--- src/shared/rtc_alarm_pkg.sv ---
// Constants and types shared by the alarm configuration block
package rtc_alarm_pkg;

    typedef logic [7:0] bcd_t;

    // Register byte addresses on the APB
    localparam logic [7:0] OFS_CFG = 8'h00;
    localparam logic [7:0] OFS_VAL_HI = 8'h04;
    localparam logic [7:0] OFS_VAL_LO = 8'h08;
    localparam logic [7:0] OFS_STATUS = 8'h0C;
    localparam logic [7:0] OFS_MASK = 8'h10;

    // Configuration word layout
    localparam int BIT_ON = 15;
    localparam int BIT_PERP = 14;
    localparam int SEL_HI = 13;
    localparam int SEL_LO = 10;
    localparam int PTR_HI = 9;
    localparam int PTR_LO = 8;
    localparam int CNT_HI = 7;
    localparam logic [15:0] CFG_RESET = 16'h0000;
    localparam bcd_t VAL_RESET = 8'h00;

    // Interval codes
    localparam logic [3:0] SEL_HALF = 4'h0;
    localparam logic [3:0] SEL_SEC = 4'h1;
    localparam logic [3:0] SEL_TEN = 4'h2;
    localparam logic [3:0] SEL_MIN = 4'h3;
    localparam logic [3:0] SEL_HOUR = 4'h4;
    localparam logic [3:0] SEL_DAY = 4'h6;
    localparam logic [3:0] SEL_WEEK = 4'h7;
    localparam logic [3:0] SEL_MONTH = 4'h8;
    localparam logic [3:0] SEL_YEAR = 4'h9;
    localparam logic [3:0] SEL_GAP = 4'h5;

    // Window pointer codes
    localparam logic [1:0] PTR_0 = 2'h0;
    localparam logic [1:0] PTR_1 = 2'h1;
    localparam logic [1:0] PTR_NONE = 2'h3;

    // Repeat counter limits
    localparam logic [7:0] CNT_ZERO = 8'h00;
    localparam logic [7:0] CNT_FULL = 8'hFF;

    // Alarm value field indices
    localparam int NFIELD = 6;
    localparam logic [2:0] F_SEC = 3'h0;
    localparam logic [2:0] F_MIN = 3'h1;
    localparam logic [2:0] F_HOUR = 3'h2;
    localparam logic [2:0] F_WDAY = 3'h3;
    localparam logic [2:0] F_DAY = 3'h4;
    localparam logic [2:0] F_MON = 3'h5;

    // Leap-day alarm date, BCD
    localparam bcd_t FEB = 8'h02;
    localparam bcd_t DAY29 = 8'h29;

    // Interrupt status bits
    localparam int IRQ_W = 2;
    localparam int ST_EVENT = 0;
    localparam int ST_DONE = 1;
    localparam logic [IRQ_W-1:0] IRQ_RESET = 2'h0;

endpackage

--- src/rtc_alarm_match.sv ---
// Compares the time fields chosen by the interval code with alarm values
`timescale 1ns/1ns
module rtc_alarm_match
    import rtc_alarm_pkg::*;
(
    input wire logic [3:0] interval_sel,
    input wire logic second_half,
    input wire logic leap_year,
    input wire bcd_t time_seconds,
    input wire bcd_t time_minutes,
    input wire bcd_t time_hours,
    input wire bcd_t time_weekday,
    input wire bcd_t time_day,
    input wire bcd_t time_month,
    input wire bcd_t alarm_seconds,
    input wire bcd_t alarm_minutes,
    input wire bcd_t alarm_hours,
    input wire bcd_t alarm_weekday,
    input wire bcd_t alarm_day,
    input wire bcd_t alarm_month,
    output logic match
);
    bcd_t now_f [NFIELD];
    bcd_t alm_f [NFIELD];
    logic [NFIELD-1:0] need;
    logic [NFIELD-1:0] fld_ok;
    logic code_ok;
    logic sec_ok;
    logic leap_ok;
    logic phase_ok;

    // Fields in index order for the compare loop
    assign now_f = '{time_seconds, time_minutes, time_hours,
                     time_weekday, time_day, time_month};
    assign alm_f = '{alarm_seconds, alarm_minutes, alarm_hours,
                     alarm_weekday, alarm_day, alarm_month};

    // Which fields each period must compare
    assign need[F_SEC] = interval_sel >= SEL_MIN;
    assign need[F_MIN] = interval_sel >= SEL_HOUR;
    assign need[F_HOUR] = interval_sel >= SEL_DAY;
    assign need[F_WDAY] = interval_sel == SEL_WEEK;
    assign need[F_DAY] = interval_sel >= SEL_MONTH;
    assign need[F_MON] = interval_sel == SEL_YEAR;

    // One comparator per field
    genvar gi;
    for (gi = 0; gi < NFIELD; gi++) begin : g_cmp
        assign fld_ok[gi] = !need[gi] || (now_f[gi] == alm_f[gi]);
    end

    // Reserved codes never match, guarding against misuse
    assign code_ok = (interval_sel <= SEL_YEAR) && (interval_sel != SEL_GAP);
    // Ten-second period looks at the units digit only
    assign sec_ok = (interval_sel == SEL_TEN) ?
                    (now_f[F_SEC][3:0] == alm_f[F_SEC][3:0]) : fld_ok[F_SEC];
    // All periods above half a second fire on the whole-second tick
    assign phase_ok = (interval_sel == SEL_HALF) || !second_half;
    // A Feb 29 yearly alarm waits for a leap year
    assign leap_ok = !(interval_sel == SEL_YEAR && alm_f[F_MON] == FEB &&
                       alm_f[F_DAY] == DAY29) || leap_year;
    assign match = code_ok && sec_ok && phase_ok && leap_ok && (&fld_ok[NFIELD-1:1]);

endmodule // rtc_alarm_match

--- src/rtc_alarm_cfg.sv ---
// Alarm configuration and repeat register block with APB access
`timescale 1ns/1ns
module rtc_alarm_cfg
    import rtc_alarm_pkg::*;
(
    input wire logic pclk,
    input wire logic presetn,
    input wire logic clk_en,
    input wire logic psel,
    input wire logic penable,
    input wire logic pwrite,
    input wire logic [7:0] paddr,
    input wire logic [31:0] pwdata,
    output logic [31:0] prdata,
    output logic pready,
    output logic pslverr,
    input wire logic time_tick,
    input wire logic second_half,
    input wire logic leap_year,
    input wire bcd_t time_seconds,
    input wire bcd_t time_minutes,
    input wire bcd_t time_hours,
    input wire bcd_t time_weekday,
    input wire bcd_t time_day,
    input wire bcd_t time_month,
    output logic alarm_flag,
    output logic irq
);
    // Configuration state
    logic alarm_on;
    logic perpetual;
    logic [3:0] alarm_interval_sel;
    logic [1:0] alarm_value_window_ptr;
    logic [7:0] alarm_repeat_count;
    logic [15:0] cfg_word;
    bcd_t alarm_val [NFIELD];

    // Interrupt state
    logic [IRQ_W-1:0] irq_status;
    logic [IRQ_W-1:0] irq_mask;

    // Bus decode
    logic setup;
    logic access;
    logic hit_cfg;
    logic hit_hi;
    logic hit_lo;
    logic hit_st;
    logic hit_mask;
    logic hit_any;
    logic wr_acc;
    logic cfg_wr;
    logic hi_acc;
    logic hi_wr;
    logic lo_wr;
    logic got_data;

    // Window routing
    logic [2:0] hi_idx;
    logic [2:0] lo_idx;
    logic win_valid;
    bcd_t hi_byte;
    bcd_t lo_byte;
    logic [31:0] rd_mux;

    // Alarm engine
    logic match;
    logic alarm_event;
    logic cnt_zero;
    logic auto_off;
    logic [IRQ_W-1:0] irq_set;
    logic [IRQ_W-1:0] irq_clr;
    logic [IRQ_W-1:0] next_status;
    logic next_on;
    logic [7:0] next_count;
    logic [1:0] next_ptr;

    // APB phases; ready waits until read data is caught for this transfer
    assign setup = psel && !penable;
    assign pready = clk_en && got_data; // A frozen setup edge costs one wait state
    assign access = psel && penable && pready;

    // Address decode
    assign hit_cfg = paddr == OFS_CFG;
    assign hit_hi = paddr == OFS_VAL_HI;
    assign hit_lo = paddr == OFS_VAL_LO;
    assign hit_st = paddr == OFS_STATUS;
    assign hit_mask = paddr == OFS_MASK;
    assign hit_any = hit_cfg || hit_hi || hit_lo || hit_st || hit_mask;
    assign wr_acc = access && pwrite && hit_any;
    assign cfg_wr = wr_acc && hit_cfg;
    assign hi_acc = access && hit_hi;
    assign hi_wr = wr_acc && hit_hi;
    assign lo_wr = wr_acc && hit_lo;

    // Packed view of the configuration word
    assign cfg_word = {alarm_on, perpetual, alarm_interval_sel,
                       alarm_value_window_ptr, alarm_repeat_count};

    // Pointer to field routing; code 11 reaches nothing
    assign win_valid = alarm_value_window_ptr != PTR_NONE;
    assign hi_idx = (alarm_value_window_ptr == PTR_0) ? F_MIN :
                    (alarm_value_window_ptr == PTR_1) ? F_WDAY : F_MON;
    assign lo_idx = (alarm_value_window_ptr == PTR_0) ? F_SEC :
                    (alarm_value_window_ptr == PTR_1) ? F_HOUR : F_DAY;
    assign hi_byte = win_valid ? alarm_val[hi_idx] : VAL_RESET;
    assign lo_byte = win_valid ? alarm_val[lo_idx] : VAL_RESET;

    // Read data select; upper bits read as zero
    assign rd_mux = hit_cfg ? {16'h0000, cfg_word} :
                    hit_hi ? {24'h000000, hi_byte} :
                    hit_lo ? {24'h000000, lo_byte} :
                    hit_st ? {30'h00000000, irq_status} :
                    hit_mask ? {30'h00000000, irq_mask} : 32'h00000000;

    // Read data and error are caught in the first enabled cycle of a transfer
    always_ff @(posedge pclk or negedge presetn) begin
        if (!presetn) begin
            prdata <= 32'h00000000;
            pslverr <= 1'b0;
            got_data <= 1'b0;
        end else if (clk_en) begin
            got_data <= psel && !pready;
            if (psel && !got_data) begin
                prdata <= pwrite ? 32'h00000000 : rd_mux;
                pslverr <= !hit_any;
            end
        end
    end

    // Alarm value storage, one byte per field
    genvar gi;
    for (gi = 0; gi < NFIELD; gi++) begin : g_val
        logic fld_wr;
        assign fld_wr = win_valid && ((hi_wr && hi_idx == 3'(gi)) ||
                                      (lo_wr && lo_idx == 3'(gi)));
        always_ff @(posedge pclk or negedge presetn) begin
            if (!presetn) begin
                alarm_val[gi] <= VAL_RESET;
            end else if (clk_en && fld_wr) begin
                alarm_val[gi] <= pwdata[7:0];
            end
        end
    end

    // Field comparison against the live time
    rtc_alarm_match u_match (
        .interval_sel(alarm_interval_sel),
        .second_half(second_half),
        .leap_year(leap_year),
        .time_seconds(time_seconds),
        .time_minutes(time_minutes),
        .time_hours(time_hours),
        .time_weekday(time_weekday),
        .time_day(time_day),
        .time_month(time_month),
        .alarm_seconds(alarm_val[F_SEC]),
        .alarm_minutes(alarm_val[F_MIN]),
        .alarm_hours(alarm_val[F_HOUR]),
        .alarm_weekday(alarm_val[F_WDAY]),
        .alarm_day(alarm_val[F_DAY]),
        .alarm_month(alarm_val[F_MON]),
        .match(match)
    );

    // Event only on a tick, so one match fires once
    assign alarm_event = clk_en && alarm_on && time_tick && match;
    assign cnt_zero = alarm_repeat_count == CNT_ZERO;
    assign auto_off = alarm_event && cnt_zero && !perpetual;

    // Next config values; a software write beats a same-cycle event
    assign next_on = cfg_wr ? pwdata[BIT_ON] : (alarm_on && !auto_off);
    assign next_count = cfg_wr ? pwdata[CNT_HI:0] :
                        !alarm_event ? alarm_repeat_count :
                        !cnt_zero ? alarm_repeat_count - 8'h01 :
                        perpetual ? CNT_FULL : CNT_ZERO;
    assign next_ptr = cfg_wr ? pwdata[PTR_HI:PTR_LO] :
                      (hi_acc && alarm_value_window_ptr != PTR_0) ?
                      alarm_value_window_ptr - 2'h1 : alarm_value_window_ptr;

    // Configuration register
    always_ff @(posedge pclk or negedge presetn) begin
        if (!presetn) begin
            {alarm_on, perpetual, alarm_interval_sel} <= CFG_RESET[BIT_ON:SEL_LO];
            alarm_value_window_ptr <= CFG_RESET[PTR_HI:PTR_LO];
            alarm_repeat_count <= CFG_RESET[CNT_HI:0];
        end else if (clk_en) begin
            alarm_on <= next_on;
            alarm_repeat_count <= next_count;
            alarm_value_window_ptr <= next_ptr;
            if (cfg_wr) begin
                perpetual <= pwdata[BIT_PERP];
                alarm_interval_sel <= pwdata[SEL_HI:SEL_LO];
            end
        end
    end

    // One-cycle flag toward outer interrupt logic
    always_ff @(posedge pclk or negedge presetn) begin
        if (!presetn) begin
            alarm_flag <= 1'b0;
        end else if (clk_en) begin
            alarm_flag <= alarm_event;
        end
    end

    // Sticky status; a set in the clearing cycle wins
    assign irq_set = {auto_off, alarm_event};
    assign irq_clr = (wr_acc && hit_st) ? pwdata[IRQ_W-1:0] : IRQ_RESET;
    assign next_status = (irq_status & ~irq_clr) | irq_set;

    always_ff @(posedge pclk or negedge presetn) begin
        if (!presetn) begin
            irq_status <= IRQ_RESET;
            irq_mask <= IRQ_RESET;
        end else if (clk_en) begin
            irq_status <= next_status;
            if (wr_acc && hit_mask) begin
                irq_mask <= pwdata[IRQ_W-1:0];
            end
        end
    end

    // Level interrupt while any unmasked bit stands
    assign irq = |(irq_status & irq_mask);
endmodule // rtc_alarm_cfg

--- config.mk ---
export PLATFORM = sky130hd
export DESIGN_NAME = rtc_alarm_cfg
export DESIGN_NICKNAME = d
export VERILOG_FILES = /design/src/shared/rtc_alarm_pkg.sv /design/src/rtc_alarm_match.sv /design/src/rtc_alarm_cfg.sv
export SDC_FILE = /design/constraint.sdc
export NUM_CORES = 1
export LEC_CHECK = 0
export BUFFER_PORTS_ARGS = -buffer_cell sky130_fd_sc_hd__buf_2
export CAP_MARGIN = 20
export CORE_ASPECT_RATIO = 0.9
export CORE_MARGIN = 2
export CORE_UTILIZATION = 40
export CTS_CLUSTER_DIAMETER = 50
export DETAILED_ROUTE_END_ITERATION = 10
export GPL_ROUTABILITY_DRIVEN = 0
export GPL_TIMING_DRIVEN = 0
export SYNTH_ARGS = -nofsm -noshare
export SYNTH_HDL_FRONTEND = slang
export SYNTH_HIERARCHICAL = 1
export SYNTH_SLANG_ARGS = --single-unit
--- constraint.sdc ---
create_clock -name pclk -period 2.8 [get_ports pclk]
set_input_delay 0.42 -clock pclk [delete_from_list [all_inputs] [get_ports pclk]]
set_output_delay 0.42 -clock pclk [all_outputs]
set_load 0.02 [all_outputs]
After elaboration in Yosys (flattened, before gate mapping)
Index checks and enable logic that the tools add are counted.

operators by class
  mux-type cells = 27
  reduce and logical (&&, ||, !) cells = 98
  order comparisons = 7
  equal/unequal tests = 29
  add/subtract/negate cells = 2
  bitwise logic cells = 6

operators by type and width
  kind                 count
  $mux 8               12
  $logic_and 1x1->1    51
  $bmux 8 s3           2
  $eq 8x8->1           6
  $mux 16              2
  $logic_or 1x1->1     18
  $eq 8x4->1 const B   2
  $logic_not 8->1      2
  $logic_not 1->1      13
  $eq 3x2->1 const B   4
  $eq 3x3->1 const B   4
  $ge 4x4->1 const B   3
  $mux 3               4
  $mux 2               5
  $reduce_and 2->1     5
  $eq 8x2->1 const B   1
  $eq 8x3->1 const B   1
  $eq 8x5->1 const B   1
  $eq 8x6->1 const B   1
  $ge 4x3->1 const B   2
  $not 3->4            2
  $sub 8x1->8 const B  1
  $eq 3x1->1 const B   2
  $logic_not 3->1      2
  other kinds (19)     23

storage, ports and cells
  register bits = 103
  word-level logic and storage cells = 186
  input port bits = 97
  output and inout bits = 36

Longest topological paths before layout
  depth after elaboration = 14
  mapped depth = 10
  mapped depth without buffers = 9

Cells and area by module
Netlist, hierarchy kept.

by module, submodules not included
  module           area an instance (µm²)  cells each  instances  seq. area each (µm²)
  rtc_alarm_cfg    4621.9                  405         1          2177.1
  rtc_alarm_match  679.4                   87          1          0.0

Worst setup path before layout
Ideal clock, no wire load.

  path type = input port to flip-flop
  start point = input port time_seconds[2]
  end point = register alarm_repeat_count[7]
  stages on the path = 10
  data arrival time = 2.213 ns
  buffers on the path = 1
  required time = 2.669 ns
  path slack = 0.456 ns
  library setup time = 0.131 ns
  path through = xor2_1 nor4_4 a22oi_1 nor4_2 o2111a_1 and4_1 clkbuf_1 nand4_1 mux2i_1 a21oi_1

between the ends
  longest elaborated chain between the ends = 10
  elaborated cells between the ends (all ways) = 11
  those cells by class = eq/ne: 2; mux: 1; reduce/logical: 8

ends and longest elaborated chain
  item                               line                   source
  start: declaration                 rtc_alarm_cfg.sv:20    input wire bcd_t time_seconds,
  $eq 8x8->1                         rtc_alarm_match.sv:49  assign fld_ok[gi] = !need[gi] || (now_f[gi] == alm_f[gi]);
  $logic_or 1x1->1                   rtc_alarm_match.sv:49
  $mux 1 *                           rtc_alarm_match.sv:55  assign sec_ok = (interval_sel == SEL_TEN) ?
  $logic_and 1x1->1 * (4 in series)  rtc_alarm_match.sv:62  assign match = code_ok && sec_ok && phase_ok && leap_ok && (&fld_ok[NFIELD-1:1]);
  via match                          rtc_alarm_cfg.sv:67    logic match;
  $logic_and 1x1->1 *                rtc_alarm_cfg.sv:167   assign alarm_event = clk_en && alarm_on && time_tick && match;
  $reduce_bool 2->1 (no line) *      n/a
  $reduce_and 2->1 (no line) *       n/a
  end signal: assignment             rtc_alarm_cfg.sv:186   alarm_repeat_count <= CFG_RESET[CNT_HI:0];
  end signal: assignment             rtc_alarm_cfg.sv:189   alarm_repeat_count <= next_count;
  end: declaration                   rtc_alarm_cfg.sv:34    logic [7:0] alarm_repeat_count;

The timed path passes the listed nets; every way through them passes the cells marked *.
A chain may end at the register's enable or synchronous reset.

Final worst setup path
  start point = register alarm_val[33] in the netlist's numbering
  end point = register alarm_repeat_count[7]

between the ends
  longest elaborated chain between the ends = 7

ends and longest elaborated chain
  item                              line                   source
  start: declaration                rtc_alarm_cfg.sv:36    bcd_t alarm_val [NFIELD];
  start signal: indexed assignment  rtc_alarm_cfg.sv:141   alarm_val[gi] <= pwdata[7:0];
  $eq 8x8->1                        rtc_alarm_match.sv:49
  $logic_or 1x1->1                  rtc_alarm_match.sv:49
  $reduce_and 5->1                  rtc_alarm_match.sv:62
  $logic_and 1x1->1                 rtc_alarm_match.sv:62
  via match                         rtc_alarm_cfg.sv:67
  $logic_and 1x1->1                 rtc_alarm_cfg.sv:167
  $reduce_bool 2->1 (no line)       n/a
  $reduce_and 2->1 (no line)        n/a

The timed path passes the listed nets, and every way through them passes these cells.

==> flow_summary.ini <==
[run_status]
run_status = complete, no violations

[route]
detail_route.iter0.violations = 268
viasPerCell = 5.508
routed_wl_um = 14980
dr.pass1.iters = 4
drc = 0
post_drt_wl_per_cell_um = 18.99
detail-route-antenna-nets = 0
routed-via-count = 4346

[finish]
final_core_utilization_pct = 50.44
fin_area_mm2 = 0.006474
synthToLayoutAreaGrowth_pct = 22.11
layout_fillers = 1227
diodes = 0
drive_gt1_share_pct = 35.20
nets = 725

[global_route]
antenna_found_initial = 0
grt_util_all_layers_pct = 21.30
grt_pass1_vias = 4228
grt_pass1_wl_um = 23470
grt_overflow_total = 0
pin_count_of_the_biggest_net_entering_global_routing = 63

[logic_synthesis]
netlist-cell-type-count = 60
syn-cell-area_mm2 = 0.005301
synth_sequential_area_ratio_pct = 41.07
post_synth_most_frequent_cells = 87 x dfrtp_1, 49 x xor2_1, 42 x mux2_2, 31 x nand2_1, 30 x o21ai_0
synthArstFlopShare_pct = 100.0
synth.ff_latch_count = 87
synth.avg_cell_area_um2 = 10.78
netlist_top_cells_area = dfrtp_1 41%, mux2_2 8.9%, xor2_1 8.1%
yosysTopAreaCell = dfrtp_1
yosysWarnings = 6
synth_cells = 492
synth_top_area_share_pct = 41.07
yosysMostFrequentCell = dfrtp_1
number_of_enable_type_register_cells_in_the_synthesized_netlist = 0
synth_ff_type = dfrtp_1

[setup_path]
critical_path_class = reg -> reg
critical-path-max-stage-delay_ns = 0.50
cell_at_the_slowest_stage_of_the_critical_path = nor4_1
path_delay_family = simple AND/OR/NAND/NOR gates
end_kind = flip-flop
r2r_startpoint = alarm_val[33]
arrival_ns = 2.84
critical_path.max_fanout = 10
launch_point_of_the_critical_path = alarm_val[33]
timing.critical_path.cells = xor2_1, nor4_1, a21oi_1, nor4_2, o2111a_1, and4_2, nand4_1, mux2i_1, a21oi_1
cp_data_required_time_ns = 3.02
critical_path_buf_inv_count = 0
critical_path.most_common_cell = a21oi_1
element_type_at_the_critical_path_start = flip-flop

[clock_tree]
h_tree_lvl_count = 3
cts_tree = built
clk_pin_slew_ns = 0.06
clock-sinks = 87
cts-root-to-sink-buffers = 2
clock_latency_ns = 0.34
cts_made_buffers = 9
clock_tree.root_cell = clkbuf_16

[power]
static-leakage-power_nw = 3.348
pwr_density_cell_mw_per_mm2 = 435.2
vdd.ir_drop.worst_mv = 0.2674

[die]
ios = 133
die_area_mm2 = 0.01419
die_height_um = 113.2
die_w_um = 125.4
rows = 39
fp.coreArea_mm2 = 0.01283
floorplan.initialDensity_pct = 41.31

[hold_path]
min_path_type = in -> reg
hold_start = pwdata[14]

[timing]
slew_headroom_pct = 37.89
report.final.hold_viol_count = 0
finalSetupTns_ns = 0
grt_setup_unrepaired = no
timing.final.max_slew_violations = 0
actual_transition_at_the_worst_max_transition_pin_ns = 0.9246
period_minus_slack_ns = 2.622
clock-skew-final_ns = 0.003737
fmax_mhz = 381.4
post-route-period-util_pct = 93.64
holdWs_ns = 0.2914
setup_violations = 0

[placed_design]
placed_area_mm2 = 0.006083
post-dp-hpwl_um = 11580
io_buffer_count = 98

[run]
max_cap_violations = 0
-- registers in the layout, summed over array words and instances (netlist names) --
| register | cells |
|---|---|
| alarm_value_window_ptr | 2 |
| alarm_interval_sel | 4 |
| alarm_val | 48 |
| pslverr | 1 |
| perpetual | 1 |
| irq_status | 2 |
| alarm_flag | 1 |
| alarm_repeat_count | 8 |
| alarm_on | 1 |
| irq_mask | 2 |
| prdata | 16 |
| got_data | 1 |
-- through the flow --
| step | std cells | total power [W] | setup WS (ns) |
|---|---|---|---|
| 3_3_place_gp | 769 | 0.001548 | -0.3704 |
| 5_1_grt | 789 | 0.002912 | 0.005763 |
| 3_5_place_dp | 770 | 0.001559 | -0.4173 |
| 4_1_cts | 789 | 0.002831 | 0.03061 |
| 2_1_floorplan | 507 | 0.001417 | 0.4562 |
| 6_report | 789 | 0.002817 | 0.1782 |
-- worst register-to-register path, stage by stage, from the launching register on --
cell and delay (ns):
dfrtp_1 0.41, xor2_1 0.17, nor4_1 0.50, a21oi_1 0.17, nor4_2 0.16, o2111a_1 0.26, and4_2 0.42, nand4_1 0.16
mux2i_1 0.17, a21oi_1 0.08
-- report_power, final --
part	internal, W	total [W]	switching, W
Clock	0.000798	0.00128	0.000477
Combinational	0.000106	0.000271	0.000165
Sequential	0.00126	0.00127	0.00000655
Total	0.00217	0.00282	0.000649
-- cell usage in the layout (no fill, tap or decap), types with 12 or more instances in the layout --
cell type / Yosys / layout
nor2_1: 17 / 17
nand2_1: 31 / 31
clkbuf_1: 12 / 12
mux2_2: 42 / 42
conb_1: 1 / 16
xor2_1: 49 / 49
mux2_4: 16 / 16
buf_2: 4 / 101
inv_1: 13 / 13
mux2i_1: 18 / 18
a21oi_1: 19 / 19
o21ai_0: 30 / 30
dfrtp_1: 87 / 87
buf_4: 17 / 22
-- cells by family (layout without fill, tap and decap cells) --
logic type      count (synthesis)  after routing  share of synthesized area [%]
compound gates                 97             97                          12.15
xor+xnor                       49             49                          8.095
fa+ha+maj                       7              7                          1.652
buf+inv                        51            169                          5.404
flops                          87             87                          41.07
mux                            76             76                          16.85
other cells                     1             16                        0.07074
simple gates                  124            124                          14.70
-- final cells by class --
type	count	area, µm²	area share, %
Inverter	13	48.80	0.7538
Multi-Input combinational cell	369	2935	45.34
Sequential cell	87	2177	33.63
Tap cell	164	205.2	3.170
Clock inverter	4	70.07	1.082
Buffer	37	234.0	3.614
Timing Repair Buffer	104	560.5	8.659
Clock buffer	11	242.7	3.750
-- path summary, 6_finish.rpt --
kind | end | slack [ns] | depth (start not counted)
min in group asynchronous | alarm_repeat_count[2] | 0.53 | 2
max | alarm_repeat_count[7] | 0.18 | 9
max in group asynchronous | alarm_val[29] | 1.64 | 3
min | perpetual | 0.29 | 3
max reg2reg | alarm_repeat_count[7] | 0.18 | 9
min reg2reg | pslverr | 0.49 | 2
-- routing by layer --
| metal | vias up | GRT usage, % | share of wire, % |
|---|---|---|---|
| met5 | - | 0 | 0 |
| met2 | 154 | 33.04 | 46 |
| met1 | 2132 | 29.94 | 45 |
| met4 | 0 | 5.852 | 1.8 |
| li1 | 2039 | - | - |
| met3 | 21 | 5.154 | 6.5 |
-- what timing repair did --
item / 4_1_cts / 5_1_grt
pin swaps: 1 / 0
hold buffers: 1 / 0
endpoints found under the setup margin: 10 / 5
buffers inserted: 4 / 0
resized for setup: 2 / 5
hold endpoints to repair: 5 / 0
Note: power is estimated with default switching activity, not from simulation.
